**config.mk**
```make
export PLATFORM = sky130hd
export DESIGN_NAME = qdsul_top
export DESIGN_NICKNAME = d
export VERILOG_FILES = /design/src/qdsul_pkg.sv /design/src/qdsul_top.sv /design/src/qdsul_sync2.sv /design/src/qdsul_decode.sv
export SDC_FILE = /design/constraint.sdc
export NUM_CORES = 1
export LEC_CHECK = 0
export ABC_CLOCK_PERIOD_IN_PS = 7800
export BUFFER_PORTS_ARGS = -buffer_cell sky130_fd_sc_hd__buf_2
export CAP_MARGIN = 20
export CELL_PAD_IN_SITES_DETAIL_PLACEMENT = 1
export CELL_PAD_IN_SITES_GLOBAL_PLACEMENT = 2
export CORE_MARGIN = 3
export CORE_UTILIZATION = 39
export DETAILED_ROUTE_END_ITERATION = 12
export GPL_TIMING_DRIVEN = 0
export PLACE_DENSITY = 0.87
export SLEW_MARGIN = 20
export SYNTH_ARGS = -nofsm -noshare
export SYNTH_HDL_FRONTEND = slang
export SYNTH_SLANG_ARGS = --single-unit
```
**constraint.sdc**
```tcl
create_clock -name i_clk -period 7.8 [get_ports i_clk]
set_clock_uncertainty 0.1 [all_clocks]
set_input_delay 1.17 -clock i_clk [delete_from_list [all_inputs] [get_ports i_clk]]
set_output_delay 1.17 -clock i_clk [all_outputs]
set_load 0.005 [all_outputs]
```
**src/qdsul_pkg.sv**
```systemverilog
// Constants, types and helpers for the quad DAC serial update logic
// Operation
// - Frame is 16 bits: control then code
// - Bits shift in MSB first, bit 15 leads
// - Load bits pick input, DAC or both
// - Bits 13:12 pick channel or all
// - Load bits 11 update all four channels, except single-channel power-down (bit 11 low)
// - Code is straight unsigned binary, zero is zero
// - Codes 0 to 4095 pass unchanged
// - Frame select low enables bit capture
// - One bit per falling clock, sixteen bits
// - Bits after the sixteenth are ignored
// - New word needs select high then low
// - Full word moves into selected register
// - Early select rise aborts, registers kept
// - Reset clears registers to zero scale
// - Single or all channel power down
// - Load codes: store, copy, both, special
// - All control ones means power-down command
package qdsul_pkg;
    // Link word geometry
    localparam int WORD_BITS = 16;
    localparam int CODE_BITS = 12;
    localparam int NUM_CH = 4;
    localparam logic [4:0] LAST_BIT = 5'h0F;
    // Field positions in a link word
    localparam int LOAD_HI_POS = 15;
    localparam int LOAD_LO_POS = 14;
    localparam int PICK_HI_POS = 13;
    localparam int PICK_LO_POS = 12;
    localparam int ALL_CH_POS = 11;
    localparam int PD_CH_HI_POS = 10;
    localparam int PD_CH_LO_POS = 9;
    localparam int PD_TERM_HI_POS = 8;
    localparam int PD_TERM_LO_POS = 7;
    // Termination codes shown at the outputs
    localparam logic [1:0] TERM_HIZ = 2'h0;
    localparam logic [1:0] TERM_1K = 2'h1;
    localparam logic [1:0] TERM_100K = 2'h2;
    // APB byte offsets
    localparam logic [7:0] OFS_CTRL = 8'h00;
    localparam logic [7:0] OFS_STATUS = 8'h04;
    localparam logic [7:0] OFS_LAST = 8'h08;
    localparam logic [7:0] OFS_SOFT = 8'h0C;
    localparam logic [7:0] OFS_PWR = 8'h10;
    localparam logic [7:0] OFS_INP0 = 8'h20;
    localparam logic [7:0] OFS_DAC0 = 8'h30;
    // Reset values
    localparam logic CTRL_EN_RST = 1'b1;
    localparam logic [CODE_BITS-1:0] CODE_RST = 12'h000;
    // Receiver states
    typedef enum logic [1:0] {
        ST_IDLE = 2'b00,
        ST_SHIFT = 2'b01,
        ST_DONE = 2'b10
    } qdsul_state_t;
    // Two select bits to a one-hot channel mask
    function automatic logic [3:0] chan_onehot(input logic [1:0] pick);
        chan_onehot = 4'h1 << pick;
    endfunction
endpackage

```
**src/qdsul_top.sv**
```systemverilog
// Serial receiver, channel registers and APB slave of the quad DAC
`timescale 1ns/1ns
module qdsul_top import qdsul_pkg::*; (
    input wire logic i_clk,
    input wire logic i_rst_b,
    input wire logic i_sync_b,
    input wire logic i_sclk,
    input wire logic i_sdin,
    input wire logic [7:0] i_paddr,
    input wire logic i_psel,
    input wire logic i_penable,
    input wire logic i_pwrite,
    input wire logic [31:0] i_pwdata,
    output logic [31:0] o_prdata,
    output logic o_pready,
    output logic o_pslverr,
    output logic [CODE_BITS-1:0] o_code_a,
    output logic [CODE_BITS-1:0] o_code_b,
    output logic [CODE_BITS-1:0] o_code_c,
    output logic [CODE_BITS-1:0] o_code_d,
    output logic [3:0] o_pwr_dn,
    output logic [7:0] o_term_sel
);
    // Whole block state
    typedef struct packed {
        qdsul_state_t st; // Receiver state
        logic [WORD_BITS-1:0] shift; // Input shift register
        logic [4:0] cnt; // Bits taken this frame
        logic sclk_prev; // Last sampled link clock
        logic [3:0][CODE_BITS-1:0] inp; // Input registers
        logic [3:0][CODE_BITS-1:0] dac; // DAC registers
        logic [3:0] pd; // Powered-down channels
        logic [3:0][1:0] term; // Termination per channel
        logic link_en; // Software link enable
        logic [WORD_BITS-1:0] last; // Last complete word
        logic [7:0] good_cnt; // Completed frames
        logic [7:0] abort_cnt; // Aborted frames
        logic [WORD_BITS-1:0] soft_word; // Pending software word
        logic soft_pend; // Software word waiting
        logic [31:0] prdata; // Read data
        logic slverr; // Error answer
    } qdsul_regs_t;

    qdsul_regs_t r_q, r_d;
    logic [1:0] rst_pipe_q; // Reset release pipe
    logic rst_n; // Synchronised reset
    logic [2:0] pins_s; // Synchronised link pins
    logic sync_s; // Frame select, high is idle
    logic sclk_s; // Link clock
    logic sdin_s; // Link data
    logic fall; // Falling link clock seen
    logic link_apply; // Sixteenth bit arrived
    logic soft_apply; // Software word applies now
    logic [WORD_BITS-1:0] new_word; // Word just completed
    logic [WORD_BITS-1:0] cmd_word; // Word to decode
    logic [CODE_BITS-1:0] cmd_code; // Its code field
    logic [3:0] wr_inp; // Input write mask
    logic [3:0] wr_dac; // DAC write mask
    logic [3:0] cp_dac; // DAC copy mask
    logic [3:0] pd_set; // Power-down mask
    logic [1:0] term_new; // Requested termination
    logic setup_ph; // APB setup cycle
    logic wr_acc; // APB write access
    logic [7:0] rd_idx; // Channel offset within bank

    // Release reset through two flops
    always_ff @(posedge i_clk or negedge i_rst_b) begin
        if (!i_rst_b) begin
            rst_pipe_q <= 2'b00;
        end else begin
            rst_pipe_q <= {rst_pipe_q[0], 1'b1};
        end
    end
    assign rst_n = rst_pipe_q[1];

    // Pins come from the host's clock domain
    qdsul_sync2 #(
        .W(3),
        .RST_VAL(3'b101)
    ) u_pin_sync (
        .i_clk(i_clk),
        .i_rst_b(rst_n),
        .i_d({i_sync_b, i_sclk, i_sdin}),
        .o_q(pins_s)
    );
    assign sync_s = pins_s[2];
    assign sclk_s = pins_s[1];
    assign sdin_s = pins_s[0];

    // Link clock edge and frame completion
    always_comb begin
        fall = r_q.sclk_prev & ~sclk_s;
        new_word = {r_q.shift[WORD_BITS-2:0], sdin_s};
        link_apply = (r_q.st == ST_SHIFT) && !sync_s && fall
            && (r_q.cnt == LAST_BIT);
        soft_apply = r_q.soft_pend && !link_apply;
        cmd_word = link_apply ? new_word : r_q.soft_word;
        cmd_code = cmd_word[CODE_BITS-1:0];
    end

    // Word to register masks
    qdsul_decode u_decode (
        .i_word(cmd_word),
        .o_wr_inp(wr_inp),
        .o_wr_dac(wr_dac),
        .o_cp_dac(cp_dac),
        .o_pd_set(pd_set),
        .o_term(term_new)
    );

    // APB phase decode
    always_comb begin
        setup_ph = i_psel && !i_penable;
        wr_acc = i_psel && i_penable && i_pwrite && !r_q.slverr;
        rd_idx = {4'h0, i_paddr[3:0]};
    end

    // Next state of the whole block
    always_comb begin
        r_d = r_q;
        r_d.sclk_prev = sclk_s;
        // Serial receiver
        unique case (r_q.st)
            ST_IDLE: begin
                r_d.cnt = 5'h00;
                if (!sync_s && r_q.link_en) begin
                    r_d.st = ST_SHIFT;
                end
            end
            ST_SHIFT: begin
                if (sync_s) begin
                    r_d.st = ST_IDLE;
                    r_d.abort_cnt = r_q.abort_cnt + 8'h01;
                end else if (fall) begin
                    r_d.shift = new_word;
                    r_d.cnt = r_q.cnt + 5'h01;
                    if (link_apply) begin
                        r_d.st = ST_DONE;
                        r_d.last = new_word;
                        r_d.good_cnt = r_q.good_cnt + 8'h01;
                    end
                end
            end
            ST_DONE: begin
                // Extra clocks and data are dropped here
                if (sync_s) begin
                    r_d.st = ST_IDLE;
                    // Counter restarts as soon as the frame closes
                    r_d.cnt = 5'h00;
                end
            end
            default: begin
                r_d.st = ST_IDLE;
            end
        endcase
        // Apply a complete word to the channels
        if (link_apply || soft_apply) begin
            for (int i = 0; i < NUM_CH; i++) begin
                if (wr_inp[i]) begin
                    r_d.inp[i] = cmd_code;
                end
                if (wr_dac[i]) begin
                    r_d.dac[i] = cmd_code;
                end else if (cp_dac[i]) begin
                    r_d.dac[i] = r_q.inp[i];
                end
                if (wr_dac[i] || cp_dac[i]) begin
                    r_d.pd[i] = 1'b0;
                end
                if (pd_set[i]) begin
                    r_d.pd[i] = 1'b1;
                    r_d.term[i] = term_new;
                end
            end
        end
        if (soft_apply) begin
            r_d.soft_pend = 1'b0;
        end
        // APB setup: fetch read data, flag holes
        if (setup_ph) begin
            r_d.slverr = 1'b0;
            r_d.prdata = 32'h0000_0000;
            if (i_paddr == OFS_CTRL) begin
                r_d.prdata = {31'h0000_0000, r_q.link_en};
            end else if (i_paddr == OFS_STATUS) begin
                r_d.prdata = {8'h00, r_q.abort_cnt, r_q.good_cnt,
                    1'b0, r_q.cnt, r_q.st};
            end else if (i_paddr == OFS_LAST) begin
                r_d.prdata = {16'h0000, r_q.last};
            end else if (i_paddr == OFS_SOFT) begin
                r_d.prdata = {15'h0000, r_q.soft_pend, r_q.soft_word};
            end else if (i_paddr == OFS_PWR) begin
                r_d.prdata = {20'h00000, r_q.term, r_q.pd};
            end else if (i_paddr[7:4] == OFS_INP0[7:4]
                && rd_idx[1:0] == 2'h0) begin
                r_d.prdata = {20'h00000, r_q.inp[rd_idx[3:2]]};
            end else if (i_paddr[7:4] == OFS_DAC0[7:4]
                && rd_idx[1:0] == 2'h0) begin
                r_d.prdata = {20'h00000, r_q.dac[rd_idx[3:2]]};
            end else begin
                r_d.slverr = 1'b1;
            end
        end
        // APB access: writes take effect, set wins over clear
        if (wr_acc) begin
            if (i_paddr == OFS_CTRL) begin
                r_d.link_en = i_pwdata[0];
            end else if (i_paddr == OFS_SOFT) begin
                r_d.soft_word = i_pwdata[WORD_BITS-1:0];
                r_d.soft_pend = 1'b1;
            end
        end
    end

    // Register the state; reset gives zero scale
    always_ff @(posedge i_clk or negedge rst_n) begin
        if (!rst_n) begin
            r_q <= '0;
            r_q.st <= ST_IDLE;
            // Matches the parked-low clock, so no false fall
            r_q.sclk_prev <= 1'b0;
            r_q.link_en <= CTRL_EN_RST;
            r_q.inp <= {NUM_CH{CODE_RST}};
            r_q.dac <= {NUM_CH{CODE_RST}};
        end else begin
            r_q <= r_d;
        end
    end

    // Outputs
    assign o_pready = 1'b1;
    assign o_prdata = r_q.prdata;
    assign o_pslverr = r_q.slverr && i_psel && i_penable;
    assign o_code_a = r_q.dac[0];
    assign o_code_b = r_q.dac[1];
    assign o_code_c = r_q.dac[2];
    assign o_code_d = r_q.dac[3];
    assign o_pwr_dn = r_q.pd;
    assign o_term_sel = r_q.term;
endmodule // qdsul_top

```
**src/qdsul_sync2.sv**
```systemverilog
// Two flip-flop synchroniser for pin inputs
`timescale 1ns/1ns
module qdsul_sync2 import qdsul_pkg::*; #(
    parameter int W = 1,
    parameter logic [W-1:0] RST_VAL = '0
) (
    input wire logic i_clk,
    input wire logic i_rst_b,
    input wire logic [W-1:0] i_d,
    output logic [W-1:0] o_q
);
    typedef struct packed {
        logic [W-1:0] meta; // First stage, read only by second
        logic [W-1:0] stab; // Second stage
    } qdsul_sync_t;
    qdsul_sync_t s_q, s_d;

    // Shift the pins through both stages
    always_comb begin
        s_d.meta = i_d;
        s_d.stab = s_q.meta;
    end

    // Register the stages
    always_ff @(posedge i_clk or negedge i_rst_b) begin
        if (!i_rst_b) begin
            s_q <= {RST_VAL, RST_VAL};
        end else begin
            s_q <= s_d;
        end
    end

    assign o_q = s_q.stab;
endmodule // qdsul_sync2

```
**src/qdsul_decode.sv**
```systemverilog
// Command decoder for one received or software word
`timescale 1ns/1ns
module qdsul_decode import qdsul_pkg::*; (
    input wire logic [WORD_BITS-1:0] i_word,
    output logic [3:0] o_wr_inp,
    output logic [3:0] o_wr_dac,
    output logic [3:0] o_cp_dac,
    output logic [3:0] o_pd_set,
    output logic [1:0] o_term
);
    logic [1:0] load; // Load control bits
    logic [1:0] pick; // Channel pick bits
    logic [1:0] term_raw; // Termination field

    // Steer the word into register write masks
    always_comb begin
        load = {i_word[LOAD_HI_POS], i_word[LOAD_LO_POS]};
        pick = {i_word[PICK_HI_POS], i_word[PICK_LO_POS]};
        term_raw = {i_word[PD_TERM_HI_POS], i_word[PD_TERM_LO_POS]};
        o_wr_inp = 4'h0;
        o_wr_dac = 4'h0;
        o_cp_dac = 4'h0;
        o_pd_set = 4'h0;
        o_term = (term_raw == 2'h3) ? TERM_HIZ : term_raw;
        unique case (load)
            2'b00: begin
                o_wr_inp = chan_onehot(pick);
            end
            2'b01: begin
                o_cp_dac = chan_onehot(pick);
            end
            2'b10: begin
                o_wr_inp = chan_onehot(pick);
                o_wr_dac = chan_onehot(pick);
            end
            2'b11: begin
                unique case (pick)
                    2'b00: begin
                        o_wr_inp = 4'hF;
                        o_wr_dac = 4'hF;
                    end
                    2'b01: begin
                        o_cp_dac = 4'hF;
                    end
                    2'b10: begin
                        o_wr_inp = 4'hF;
                    end
                    2'b11: begin
                        o_pd_set = i_word[ALL_CH_POS] ? 4'hF :
                            chan_onehot({i_word[PD_CH_HI_POS],
                                         i_word[PD_CH_LO_POS]});
                    end
                endcase
            end
        endcase
    end
endmodule // qdsul_decode

```
Yosys cells after proc, flatten, opt, wreduce, memory -nomap -nowiden

Cells that the tools add are included.

Shift-type cells: 2
$add $sub $neg: 3
Magnitude comparators: 1
Bitwise operators: 4
Equal/unequal tests: 22
Mux-type cells: 58
Reductions and logical operators: 61

Operators with widths:

| operator                                      | count |
|---|---|
| two-way mux 12 bit                            | 13 |
| binary-select mux 12 bit (select 2 bit)       | 2 |
| AND reduction 2 bit                           | 18 |
| two-way mux 17 bit                            | 2 |
| two-way mux 32 bit                            | 1 |
| two-way mux 24 bit                            | 1 |
| two-way mux 4 bit                             | 6 |
| case mux 4 bit (2 select lines)               | 3 |
| two-way mux 23 bit                            | 1 |
| two-way mux 1 bit                             | 19 |
| adder 8 x 1 -> 8 bit, second input constant   | 2 |
| == test 8 x 4 -> 1 bit, second input constant | 2 |
| two-way mux 16 bit                            | 1 |
| nonzero test 2 bit                            | 8 |
| case mux 5 bit (3 select lines)               | 1 |
| logical AND 1 bit                             | 13 |
| == test 2 bit, second input constant          | 6 |
| AND reduction 4 bit                           | 3 |
| two-way mux 2 bit                             | 5 |
| two-way mux 5 bit                             | 2 |
| == test 4 x 2 -> 1 bit, second input constant | 2 |
| == test 8 x 3 -> 1 bit, second input constant | 1 |
| == test 8 x 5 -> 1 bit, second input constant | 1 |
| logical NOT 2 bit                             | 4 |
| other kinds (17)                              | 34 |

Register bits: 223
Output and inout bits: 94

Logic depth before layout (Yosys ltp)

Gate-level depths: netlist of run 1.

Depth in word-level cells: 11
Gate-level depth with buffers: 10
Depth with buffers taken out: 8

Modules after synthesis

From an unflattened synthesis of run 1, not the netlist that was laid out.

Cells, all modules: 1058
Area total of the unflattened synthesis: 11050.6 µm²

By module, submodules not included:

| module       | times used | cells an instance | area an instance (µm²) |
|---|---|---|---|
| qdsul_top    | 1          | 1010              | 10635.2 |
| qdsul_decode | 1          | 42                | 260.2 |
| qdsul_sync2  | 1          | 6                 | 155.1 |

Least setup slack after synthesis of run 1

No wires, ideal clock.

Path type: input to register
Start: in i_paddr[1]
End: reg r_q[35] (netlist name)
Setup slack: 4901 ps
Data arrival time: 2675 ps
Stages: 5
Path buffers: 1
Cell sequence: nor4_2 nand2_1 nor3_1 buf_2 mux2_2

Cells in the longest elaborated chain, start to end: 3
Elaborated cells on any way between the ends: 4
Those cells by class: eq/ne (1); bitwise (1); reduce/logical (2)

RTL lines:

| what                                     | RTL line         | RTL |
|---|---|---|
| start: declaration                       | qdsul_top.sv:9   | `input wire logic [7:0] i_paddr,` |
| logical NOT 8 bit                        | qdsul_top.sv:206 | `if (i_paddr == OFS_CTRL) begin` |
| NOT 1 bit (no source line)               | --               |  |
| AND reduction 3 bit (no source line) (*) | --               |  |
| end signal: assignment                   | qdsul_top.sv:226 | `r_q <= r_d;` |
| end: declaration                         | qdsul_top.sv:44  | `qdsul_regs_t r_q, r_d;` |

Every way passes the cells marked *; elsewhere a longest branch is shown, timed or not.
A chain may end at the register's enable or synchronous reset.

Worst setup path after layout of run 1

Start: reg r_q[192] (netlist name)
End: reg r_q, in the netlist o_code_b[6]

Cells in the longest elaborated chain, start to end: 8
Elaborated cells on any way between the ends: 19
Those cells by class: eq/ne (5); shift (1); mux (6); reduce/logical (7)

RTL lines:

| what                                                        | RTL line           | RTL |
|---|---|---|
| == test 5 x 4 -> 1 bit (*)                                  | qdsul_top.sv:95    | `&& (r_q.cnt == LAST_BIT);` |
| logical AND 1 bit (*)                                       | qdsul_top.sv:95    |  |
| two-way mux 16 bit                                          | qdsul_top.sv:97    | `cmd_word = link_apply ? new_word : r_q.soft_word;` |
| == test 2 x 1 -> 1 bit or logical NOT 2 bit (tied branches) | qdsul_decode.sv:37 | `unique case (pick)` |
| two-way mux 4 bit                                           | qdsul_decode.sv:37 |  |
| case mux 4 bit (2 select lines)                             | qdsul_decode.sv:25 | `unique case (load)` |
| nonzero test 2 bit (no source line)                         | --                 |  |
| AND reduction 2 bit (no source line)                        | --                 |  |

Marks and branches as above.

==> results of run 1 <==
==> critical path: cells and delay by family, from the launching register on <==
kind            cells  cell delay (ps)
buf+inv             3             1080
mux                 1              840
simple gates        3              790
fa+ha+maj           2              470
flops               1              440
compound gates      1              160
==> placed cells by master, fill, tap and decap left out, types with 5 or more instances in the layout <==
| cell | n |
|---|---|
| sky130_fd_sc_hd__nand3b_1 | 5 |
| sky130_fd_sc_hd__a31oi_1 | 11 |
| sky130_fd_sc_hd__dfrtp_1 | 208 |
| sky130_fd_sc_hd__buf_1 | 6 |
| sky130_fd_sc_hd__buf_2 | 133 |
| sky130_fd_sc_hd__a21oi_1 | 29 |
| sky130_fd_sc_hd__clkbuf_8 | 5 |
| sky130_fd_sc_hd__nor2_1 | 29 |
| sky130_fd_sc_hd__mux2_4 | 10 |
| sky130_fd_sc_hd__a22oi_1 | 10 |
| sky130_fd_sc_hd__conb_1 | 10 |
| sky130_fd_sc_hd__clkinv_2 | 5 |
| sky130_fd_sc_hd__a22o_1 | 13 |
| sky130_fd_sc_hd__dfstp_2 | 5 |
| sky130_fd_sc_hd__o211ai_1 | 6 |
| sky130_fd_sc_hd__mux2_2 | 131 |
| sky130_fd_sc_hd__o21ai_0 | 70 |
| sky130_fd_sc_hd__xnor2_1 | 13 |
| sky130_fd_sc_hd__xor2_1 | 8 |
| sky130_fd_sc_hd__clkbuf_16 | 25 |
| sky130_fd_sc_hd__mux2i_1 | 37 |
| sky130_fd_sc_hd__nor2b_1 | 6 |
| sky130_fd_sc_hd__buf_4 | 96 |
| sky130_fd_sc_hd__inv_1 | 17 |
| sky130_fd_sc_hd__clkbuf_1 | 28 |
| sky130_fd_sc_hd__o31ai_1 | 12 |
| sky130_fd_sc_hd__nand4_1 | 6 |
| sky130_fd_sc_hd__mux4_2 | 23 |
| sky130_fd_sc_hd__nand2_1 | 104 |
| sky130_fd_sc_hd__nand3_1 | 12 |
==> layer usage <==
metal	global-route usage, %	routed length (um)	vias up
met5	0	0	-
met3	3.37	1710	66
li1	-	-	3727
met4	6.60	1020	0
met2	36.6	16400	234
met1	30.3	15000	4297
==> power groups by stage <==
stage	combinational, W	clock (W)	sequential [W]
3_5_place_dp	0.0000987	0	0.00114
3_3_place_gp	0.0000688	0	0.00116
2_1_floorplan	0.0000413	0	0.00115
5_1_grt	0.000109	0.00130	0.00112
6_report	0.0000983	0.00122	0.00112
4_1_cts	0.0000993	0.00125	0.00112
==> cell type report <==
| class | count | area [sq um] | share of cell area (%) |
|---|---|---|---|
| flip-flops and latches | 214 | 5370 | 40.5 |
| multi-input cells | 610 | 4860 | 36.7 |
| plain buffers | 148 | 955 | 7.20 |
| clock buffers | 33 | 706 | 5.32 |
| repair buffers | 118 | 681 | 5.13 |
| well taps | 378 | 473 | 3.57 |
| clock inverters | 13 | 156 | 1.18 |
| inverters | 17 | 63.8 | 0.481 |
==> cell families (layout without fill, tap and decap cells) <==
kind of cell	after synthesis	in the layout	synth area share, %
buffers and inverters	165	329	9.09
XOR/XNOR	21	21	1.64
AND/OR/NAND/NOR	194	194	8.31
flip-flops	214	214	47.9
multiplexers	203	203	22.6
adder cells (fa/ha/maj)	4	4	0.447
other	2	10	0.0670
AO/OA/AOI/OAI	178	178	9.96
==> worst max-delay path by stage <==
stage,start,to,slack (ps),depth (start not counted)
4_1_cts,r_q[192],o_code_b[6],3820,10
6_report,r_q[192],o_code_b[6],3810,10
2_1_floorplan,rst_pipe_q[1],new_word[10],1300,0
3_3_place_gp,rst_pipe_q[1],o_prdata[21],-1370,0
5_1_grt,r_q[192],o_code_b[6],3520,10
3_5_place_dp,r_q[192],o_code_b[6],3830,10
==> registers in the layout, summed over array words and instances, names as in the netlist, 3 cells and up <==
signal and flops:
o_code_d 12, o_pwr_dn 4, r_q 107, o_code_b 12, o_code_a 12, o_code_c 12, o_term_sel 8, new_word 15
o_prdata 24, u_pin_sync.o_q 3, u_pin_sync.s_d 3
==> through the flow <==
| stage | TNS (ps) | hold WS [ps] |
|---|---|---|
| 2_1_floorplan | 0 | 231 |
| 3_3_place_gp | -281840 | 235 |
| 3_5_place_dp | 0 | 95.7 |
| 4_1_cts | 0 | 96.0 |
| 5_1_grt | 0 | 97.6 |
| 6_report | 0 | 84.7 |
==> qor.log, run 1 <==
INFO  status         status=finished clean
INFO  final_layout   finish.cell_count_without_fillers=1531
INFO  clock_network  post_cts_resized=0
INFO  grt            gr-total-overflow=0
INFO  grt            via_count_of_the_first_global_routing_pass=8834
INFO  timing         timing.slew.headroom=32.2%
INFO  yosys          synth_seq_area_share=47.9%
INFO  yosys          synth_enable_flop_cells=0
INFO  drt            routed_wl=34100um
INFO  timing         setup_viol=0
INFO  grt            grt_max_degree=55
INFO  placement      place_worst_setup_slack=3830ps
INFO  setup_path     timing.rr.start=r_q[192]
INFO  clock_network  cts_htree_levels=1
INFO  final_layout   layout.core_utilization=47.3%
INFO  die            floorplan.die.height=175um
INFO  placement      gp_congestion=0.848
INFO  drt            drc_errors=0
INFO  power_and_ir_drop leak_pwr=6.49nW
INFO  setup_path     timing_worst_setup_path_type=reg2reg
INFO  timing         layout_min_cycle_time=3990ps
INFO  power_and_ir_drop total_switching_power=0.000556W
INFO  die            coreArea=28000squm
INFO  drt            detail_route.vias_per_cell=5.44
INFO  drt            drt.antenna.violating_nets=0
INFO  setup_path     top_cell_by_count_worst_path=sky130_fd_sc_hd__ha_1
INFO  timing         worst_slack=3810ps
INFO  yosys          avgSynthCellArea=11.4squm
INFO  power_and_ir_drop pwr-share-seq=45.9%
INFO  timing         final_hold_viol_count=0
INFO  power_and_ir_drop post-layout-total-power=0.00244W
INFO  setup_path     cell_breakdown_of_the_critical_path=ha_1 -> and3_1 -> ha_1 -> inv_1 -> nor3_1 -> buf_4 -> mux2i_1 -> clkbuf_1 -> nand2_1 -> o21ai_0
INFO  placement      port_buffers=114
INFO  die            die-area=30800squm
INFO  placement      hpwl=24300um
INFO  setup_path     critical_path_peak_fanout=10
INFO  clock_network  hold_buffers=0
INFO  clock_network  clock-root-buffer=sky130_fd_sc_hd__clkbuf_16
INFO  yosys          synth_top_area_share=46.7%
INFO  clock_network  cts_setup_buffers=0
INFO  clock_network  clk_pin_slew=60ps
INFO  clock_network  cts_inserted_buffers=25
INFO  placement      total_cell_area_at_the_placement_stage=12400squm
INFO  power_and_ir_drop peak_supply_drop=136uV
INFO  placement      place_inst=1485
INFO  clock_network  tritoncts=done
INFO  clock_network  clk_path_buf_depth=3
INFO  setup_path     master_of_the_slowest_instance_on_the_critical_path=sky130_fd_sc_hd__mux2i_1
INFO  power_and_ir_drop p_int=0.00189W
INFO  min_path       min-delay-path-class=reg2async
INFO  final_layout   final_net_count=1186
INFO  yosys          dominant_cell_type_by_area_after_synthesis=sky130_fd_sc_hd__dfrtp_1
INFO  run            max_cap_viols=0
INFO  setup_path     ff2ff_path_depth=10
INFO  yosys          synth.top_cells.by_count=sky130_fd_sc_hd__dfrtp_1 (209), sky130_fd_sc_hd__mux2_2 (131), sky130_fd_sc_hd__nand2_1 (104)
INFO  grt            total_track_usage=22.1%
INFO  final_layout   flow.area_growth_from_synthesis=18.3%
INFO  drt            routed-via-count=8324
INFO  yosys          synth_cell_types=62
INFO  setup_path     peak_per_stage_delay_on_the_critical_path=840ps
INFO  power_and_ir_drop power.share.switching=22.8%
INFO  yosys          yosys_warnings=0
INFO  yosys          yosys.cell_count.top_type=sky130_fd_sc_hd__dfrtp_1
INFO  die            pin_count=142
INFO  power_and_ir_drop p_comb_share=4.0%
INFO  yosys          ys_async_sr_fraction=100%
INFO  yosys          synthCells=981
INFO  setup_path     critPathRequiredTime=8120ps
INFO  die            die_width=175um
INFO  yosys          mappedNetlistArea=11200squm
INFO  yosys          synthFlopType=sky130_fd_sc_hd__dfrtp_1
INFO  setup_path     crit_path_start_kind=flop
INFO  timing         finalCritPeriodShare=51.2%
INFO  setup_path     cp.arrival=4310ps
INFO  final_layout   antenna-diode-count=0
INFO  drt            first_iter_violations=520
INFO  setup_path     worst-r2r-setup-slack=3810ps
INFO  drt            dr.pass1.iters=4
INFO  grt            grt_antenna_before_repair=0
INFO  timing         maxSlewViolCount=0
INFO  timing         unrepaired_setup_endpoints_after_global_routing=no
INFO  power_and_ir_drop share_clk_of_total_power=50.1%
INFO  yosys          postSynthRegisterBits=214
INFO  final_layout   layout.cell_area.non_filler=13300squm
INFO  drt            route.detailed.wl_per_inst=22.3um
INFO  clock_network  worstSkewPairLatency=530ps
INFO  final_layout   drive_gt1_share=39.6%
INFO  die            rows=61
INFO  setup_path     worst_setup_path_end_kind=flop
INFO  timing         fmax=0.250GHz
INFO  power_and_ir_drop cellPowerDensity=184nW/um^2
INFO  clock_network  cts_num_sinks=214
INFO  yosys          post_synth_main_area_contributors=sky130_fd_sc_hd__dfrtp_1 (47%), sky130_fd_sc_hd__mux2_2 (13%), sky130_fd_sc_hd__buf_4 (6.4%)
INFO  final_layout   fillCellCount=3093
INFO  setup_path     worstReg2RegEnd=o_code_b[6]
INFO  die            initial_core_util=40.0%
INFO  grt            grt_first_pass_wirelength=52900um
INFO  timing         tightestPinTransition=988ps
Power figures use the tool's default switching activity.
==> inputs of run 2 (changes only) <==
--- a/config.mk
+++ b/config.mk
@@ -5,16 +5,17 @@
 export SDC_FILE = /design/constraint.sdc
 export NUM_CORES = 1
 export LEC_CHECK = 0
-export ABC_CLOCK_PERIOD_IN_PS = 7800
+export ABC_AREA = 1
+export ABC_CLOCK_PERIOD_IN_PS = 3600
 export BUFFER_PORTS_ARGS = -buffer_cell sky130_fd_sc_hd__buf_2
 export CAP_MARGIN = 20
 export CELL_PAD_IN_SITES_DETAIL_PLACEMENT = 1
 export CELL_PAD_IN_SITES_GLOBAL_PLACEMENT = 2
 export CORE_MARGIN = 3
-export CORE_UTILIZATION = 39
+export CORE_UTILIZATION = 31
 export DETAILED_ROUTE_END_ITERATION = 12
 export GPL_TIMING_DRIVEN = 0
-export PLACE_DENSITY = 0.87
+export PLACE_DENSITY = 0.83
 export SLEW_MARGIN = 20
 export SYNTH_ARGS = -nofsm -noshare
 export SYNTH_HDL_FRONTEND = slang
==> constraint.sdc (replaced) <==
create_clock -name i_clk -period 3.6 [get_ports i_clk]
set_clock_uncertainty 0.1 [all_clocks]
set_input_delay 0.54 -clock i_clk [delete_from_list [all_inputs] [get_ports i_clk]]
set_output_delay 0.54 -clock i_clk [all_outputs]
set_load 0.005 [all_outputs]
==> qor.log, run 2 <==
INFO  yosys          synthFlopType=sky130_fd_sc_hd__dfrtp_1
INFO  setup_path     timing_worst_setup_path_type=reg2reg
INFO  drt            first_iter_violations=686 [+32%]
INFO  timing         worst_slack=317ps [-3490 ps]
INFO  drt            detail_route.vias_per_cell=4.93 [-9.3%]
INFO  setup_path     cp.arrival=3590ps [-720 ps]
INFO  power_and_ir_drop cellPowerDensity=406nW/um^2 [+120%]
INFO  yosys          dominant_cell_type_by_area_after_synthesis=sky130_fd_sc_hd__dfrtp_1
INFO  yosys          synth_fa_ha_area_share=0.447% [about the same]
INFO  placement      port_buffers=114 [unchanged]
INFO  clock_network  worstSkewPairLatency=540ps [about the same]
INFO  grt            grt_first_pass_wirelength=63100um [+19%]
INFO  yosys          yosys.cell_count.top_type=sky130_fd_sc_hd__nand2_1
INFO  yosys          synth_cell_types=39 [-37%]
INFO  clock_network  clk_pin_slew=60ps [about the same]
INFO  die            floorplan.die.height=196um [+12%]
INFO  final_layout   layout.core_utilization=37.7% [-9.6 points]
INFO  timing         maxSlewViolCount=0 [unchanged]
INFO  setup_path     worstReg2RegEnd=o_term_sel[5]
INFO  timing         tightestPinTransition=790ps [-198 ps]
INFO  clock_network  cts_setup_buffers=0 [unchanged]
INFO  yosys          synth.top_cells.by_count=sky130_fd_sc_hd__nand2_1 (538), sky130_fd_sc_hd__dfrtp_1 (209), sky130_fd_sc_hd__buf_4 (101)
INFO  yosys          share_of_the_synthesized_area_in_compound_gates_ao_oa_aoi_oai=8.54% [-1.4 points]
INFO  die            rows=69 [+13%]
INFO  setup_path     worst-r2r-setup-slack=320ps [-3490 ps]
INFO  clock_network  tritoncts=done
INFO  timing         layout_min_cycle_time=3280ps [-711 ps]
INFO  clock_network  cts_num_sinks=214 [unchanged]
INFO  setup_path     critical_path_peak_fanout=10 [unchanged]
INFO  drt            route.detailed.wl_per_inst=19.9um [-11%]
INFO  die            die-area=38500squm [+25%]
INFO  power_and_ir_drop peak_supply_drop=233uV [+71%]
INFO  min_path       hold_path_cells=2
INFO  yosys          synth_xor_area_share=1.09% [-0.55 points]
INFO  drt            drt.antenna.violating_nets=0 [unchanged]
INFO  setup_path     ff2ff_path_depth=14 [+4]
INFO  yosys          mappedNetlistArea=11200squm [about the same]
INFO  run            max_cap_viols=0 [unchanged]
INFO  grt            grt_max_degree=58 [+5.5%]
INFO  yosys          postSynthRegisterBits=214 [unchanged]
INFO  yosys          synth_top_family_by_area=simple AND/OR/NAND/NOR gates
INFO  setup_path     critPathRequiredTime=3910ps [-4210 ps]
INFO  setup_path     crit_path_start_kind=flop
INFO  yosys          synth_seq_area_share=47.8% [about the same]
INFO  setup_path     timing.rr.start=r_q[192]
INFO  drt            dr.pass1.iters=5 [+1]
INFO  yosys          synth.area.mux_share=1.61% [-21 points]
INFO  grt            gr-total-overflow=0 [unchanged]
INFO  clock_network  cts_inserted_buffers=25 [unchanged]
INFO  clock_network  clock-root-buffer=sky130_fd_sc_hd__clkbuf_16
INFO  placement      place_worst_setup_slack=404ps [-3430 ps]
INFO  drt            drc_errors=0 [unchanged]
INFO  grt            via_count_of_the_first_global_routing_pass=10.5k [+18%]
INFO  setup_path     worst_setup_path_end_kind=flop
INFO  final_layout   final_cell_mix=sky130_fd_sc_hd__nand2_1 (538), sky130_fd_sc_hd__dfrtp_1 (208), sky130_fd_sc_hd__buf_2 (140)
INFO  final_layout   largest-register=r_q
INFO  power_and_ir_drop leak_pwr=6.88nW [+6.0%]
INFO  yosys          synth_top_area_share=46.7% [about the same]
INFO  die            die_width=196um [+12%]
INFO  timing         finalCritPeriodShare=91.2% [+40 points]
INFO  clock_network  cts_htree_levels=1 [unchanged]
INFO  setup_path     setup.worst_path.start=r_q[192]
INFO  setup_path     endpoint=o_term_sel[5]
INFO  timing         timing.slew.headroom=46.9% [+15 points]
INFO  placement      gp_congestion=0.913 [+7.6%]
INFO  timing         setup-tns-final=0ps [unchanged]
INFO  final_layout   antenna-diode-count=0 [unchanged]
INFO  grt            total_track_usage=21.1% [-1.1 points]
INFO  status         status=finished clean
INFO  yosys          avgSynthCellArea=7.88squm [-31%]
INFO  final_layout   flow.area_growth_from_synthesis=19.7%
INFO  final_layout   drive_gt1_share=22.7% [-17 points]
INFO  min_path       min-delay-path-class=in2reg
INFO  yosys          ys_async_sr_fraction=100% [unchanged]
INFO  yosys          synth_enable_flop_cells=0 [unchanged]
INFO  yosys          yosys_warnings=0 [unchanged]
INFO  timing         fmax=0.305GHz [+22%]
INFO  yosys          synthCells=1423 [+45%]
INFO  final_layout   layout.cells.most_common=sky130_fd_sc_hd__nand2_1
INFO  drt            routed_wl=41000um [+20%]
INFO  grt            grt_antenna_before_repair=0 [unchanged]
INFO  power_and_ir_drop post-layout-total-power=0.00545W [+120%]
INFO  drt            routed-via-count=10.2k [+22%]
INFO  timing         setup_viol=0 [unchanged]
INFO  final_layout   final_net_count=1632 [+38%]
INFO  die            initial_core_util=31.5% [-8.5 points]
INFO  final_layout   largest_reg_flops=107 [unchanged]
INFO  yosys          post_synth_main_area_contributors=sky130_fd_sc_hd__dfrtp_1 (47%), sky130_fd_sc_hd__nand2_1 (18%), sky130_fd_sc_hd__buf_4 (6.8%)
INFO  clock_network  clk_path_buf_depth=3 [unchanged]
INFO  placement      hpwl=32400um [+33%]
INFO  die            pin_count=142 [unchanged]
INFO  timing         unrepaired_setup_endpoints_after_global_routing=no
INFO  timing         final_hold_viol_count=0 [unchanged]
INFO  yosys          post_synth_and_or_nand_nor_area_fraction=28.4% [+20 points]
INFO  die            coreArea=35600squm [+27%]
-- run 2: report_power, final --
part           switching, W  internal [W]  total [W]
Sequential        0.0000230       0.00242    0.00245
Clock               0.00108       0.00170    0.00278
Combinational      0.000153     0.0000702   0.000223
Total               0.00126       0.00419    0.00545
-- run 2: layout make-up --
cell class,count,area [sq um]
Fill cell,4327,22200
Multi-Input combinational cell,977,4530
Inverter,88,330
Tap cell,461,577
Timing Repair Buffer,122,706
Clock inverter,14,210
Clock buffer,31,678
Sequential cell,214,5370
Buffer,152,1020
-- run 2: stage by stage --
| step | area, sq um | hold WS [ps] | std cells |
|---|---|---|---|
| after floorplan | 11200 | 144 | 1431 |
| final | 13400 | 132 | 2059 |
| after global placement | 12400 | 225 | 2006 |
| after detailed placement | 12500 | 227 | 2010 |
| after CTS | 13400 | 115 | 2059 |
| after global routing | 13400 | 127 | 2059 |
-- run 2: cell families (layout without fill, tap and decap cells) --
kind of cell	after synthesis	count (layout)
other	2	10
buffers and inverters	240	407
AO/OA/AOI/OAI	178	178
flip-flops	214	214
multiplexers	16	16
adder cells (fa/ha/maj)	4	4
XOR/XNOR	14	14
AND/OR/NAND/NOR	755	755
-- run 2: worst min path at each step --
stage	startpoint	end	slack, ps
floorplan	i_rst_b	rst_pipe_q[0]	140
global placement	i_rst_b	rst_pipe_q[0]	220
detailed placement	i_rst_b	rst_pipe_q[0]	230
CTS	i_pwdata[8]	r_q[42]	120
global route	i_pwdata[8]	r_q[42]	130
finish	i_pwdata[8]	r_q[42]	130
-- run 2: worst max-delay path, cell delays in order, from the launching register on --
cell and delay, ps:
sky130_fd_sc_hd__dfrtp_1 470, sky130_fd_sc_hd__ha_1 210, sky130_fd_sc_hd__inv_1 80, sky130_fd_sc_hd__nor3_1 210, sky130_fd_sc_hd__ha_1 210, sky130_fd_sc_hd__nand3_1 130, sky130_fd_sc_hd__nor2_4 190, sky130_fd_sc_hd__buf_4 210
sky130_fd_sc_hd__nand2_1 130, sky130_fd_sc_hd__o21ai_2 230, sky130_fd_sc_hd__inv_1 340, sky130_fd_sc_hd__o21ai_0 270, sky130_fd_sc_hd__nand2_1 200, sky130_fd_sc_hd__nand2_1 100, sky130_fd_sc_hd__o21ai_0 80
-- run 2: repair_timing --
item                                   CTS  global route
gates resized for setup                  0             0
endpoints found under the hold margin    5             0
hold buffers                             4             0
-- run 2: layer usage --
| layer | GRT usage, % | share of wire, % | vias to the layer above | wire (um) |
|---|---|---|---|---|
| met1 | 31.4 | 49 | 5081 | 20200 |
| met2 | 33.0 | 44 | 240 | 18100 |
| met3 | 2.44 | 4.7 | 45 | 1930 |
| met4 | 4.62 | 1.8 | 0 | 731 |
| li1 | - | - | 4784 | - |
| met5 | 0 | 0 | - | 0 |
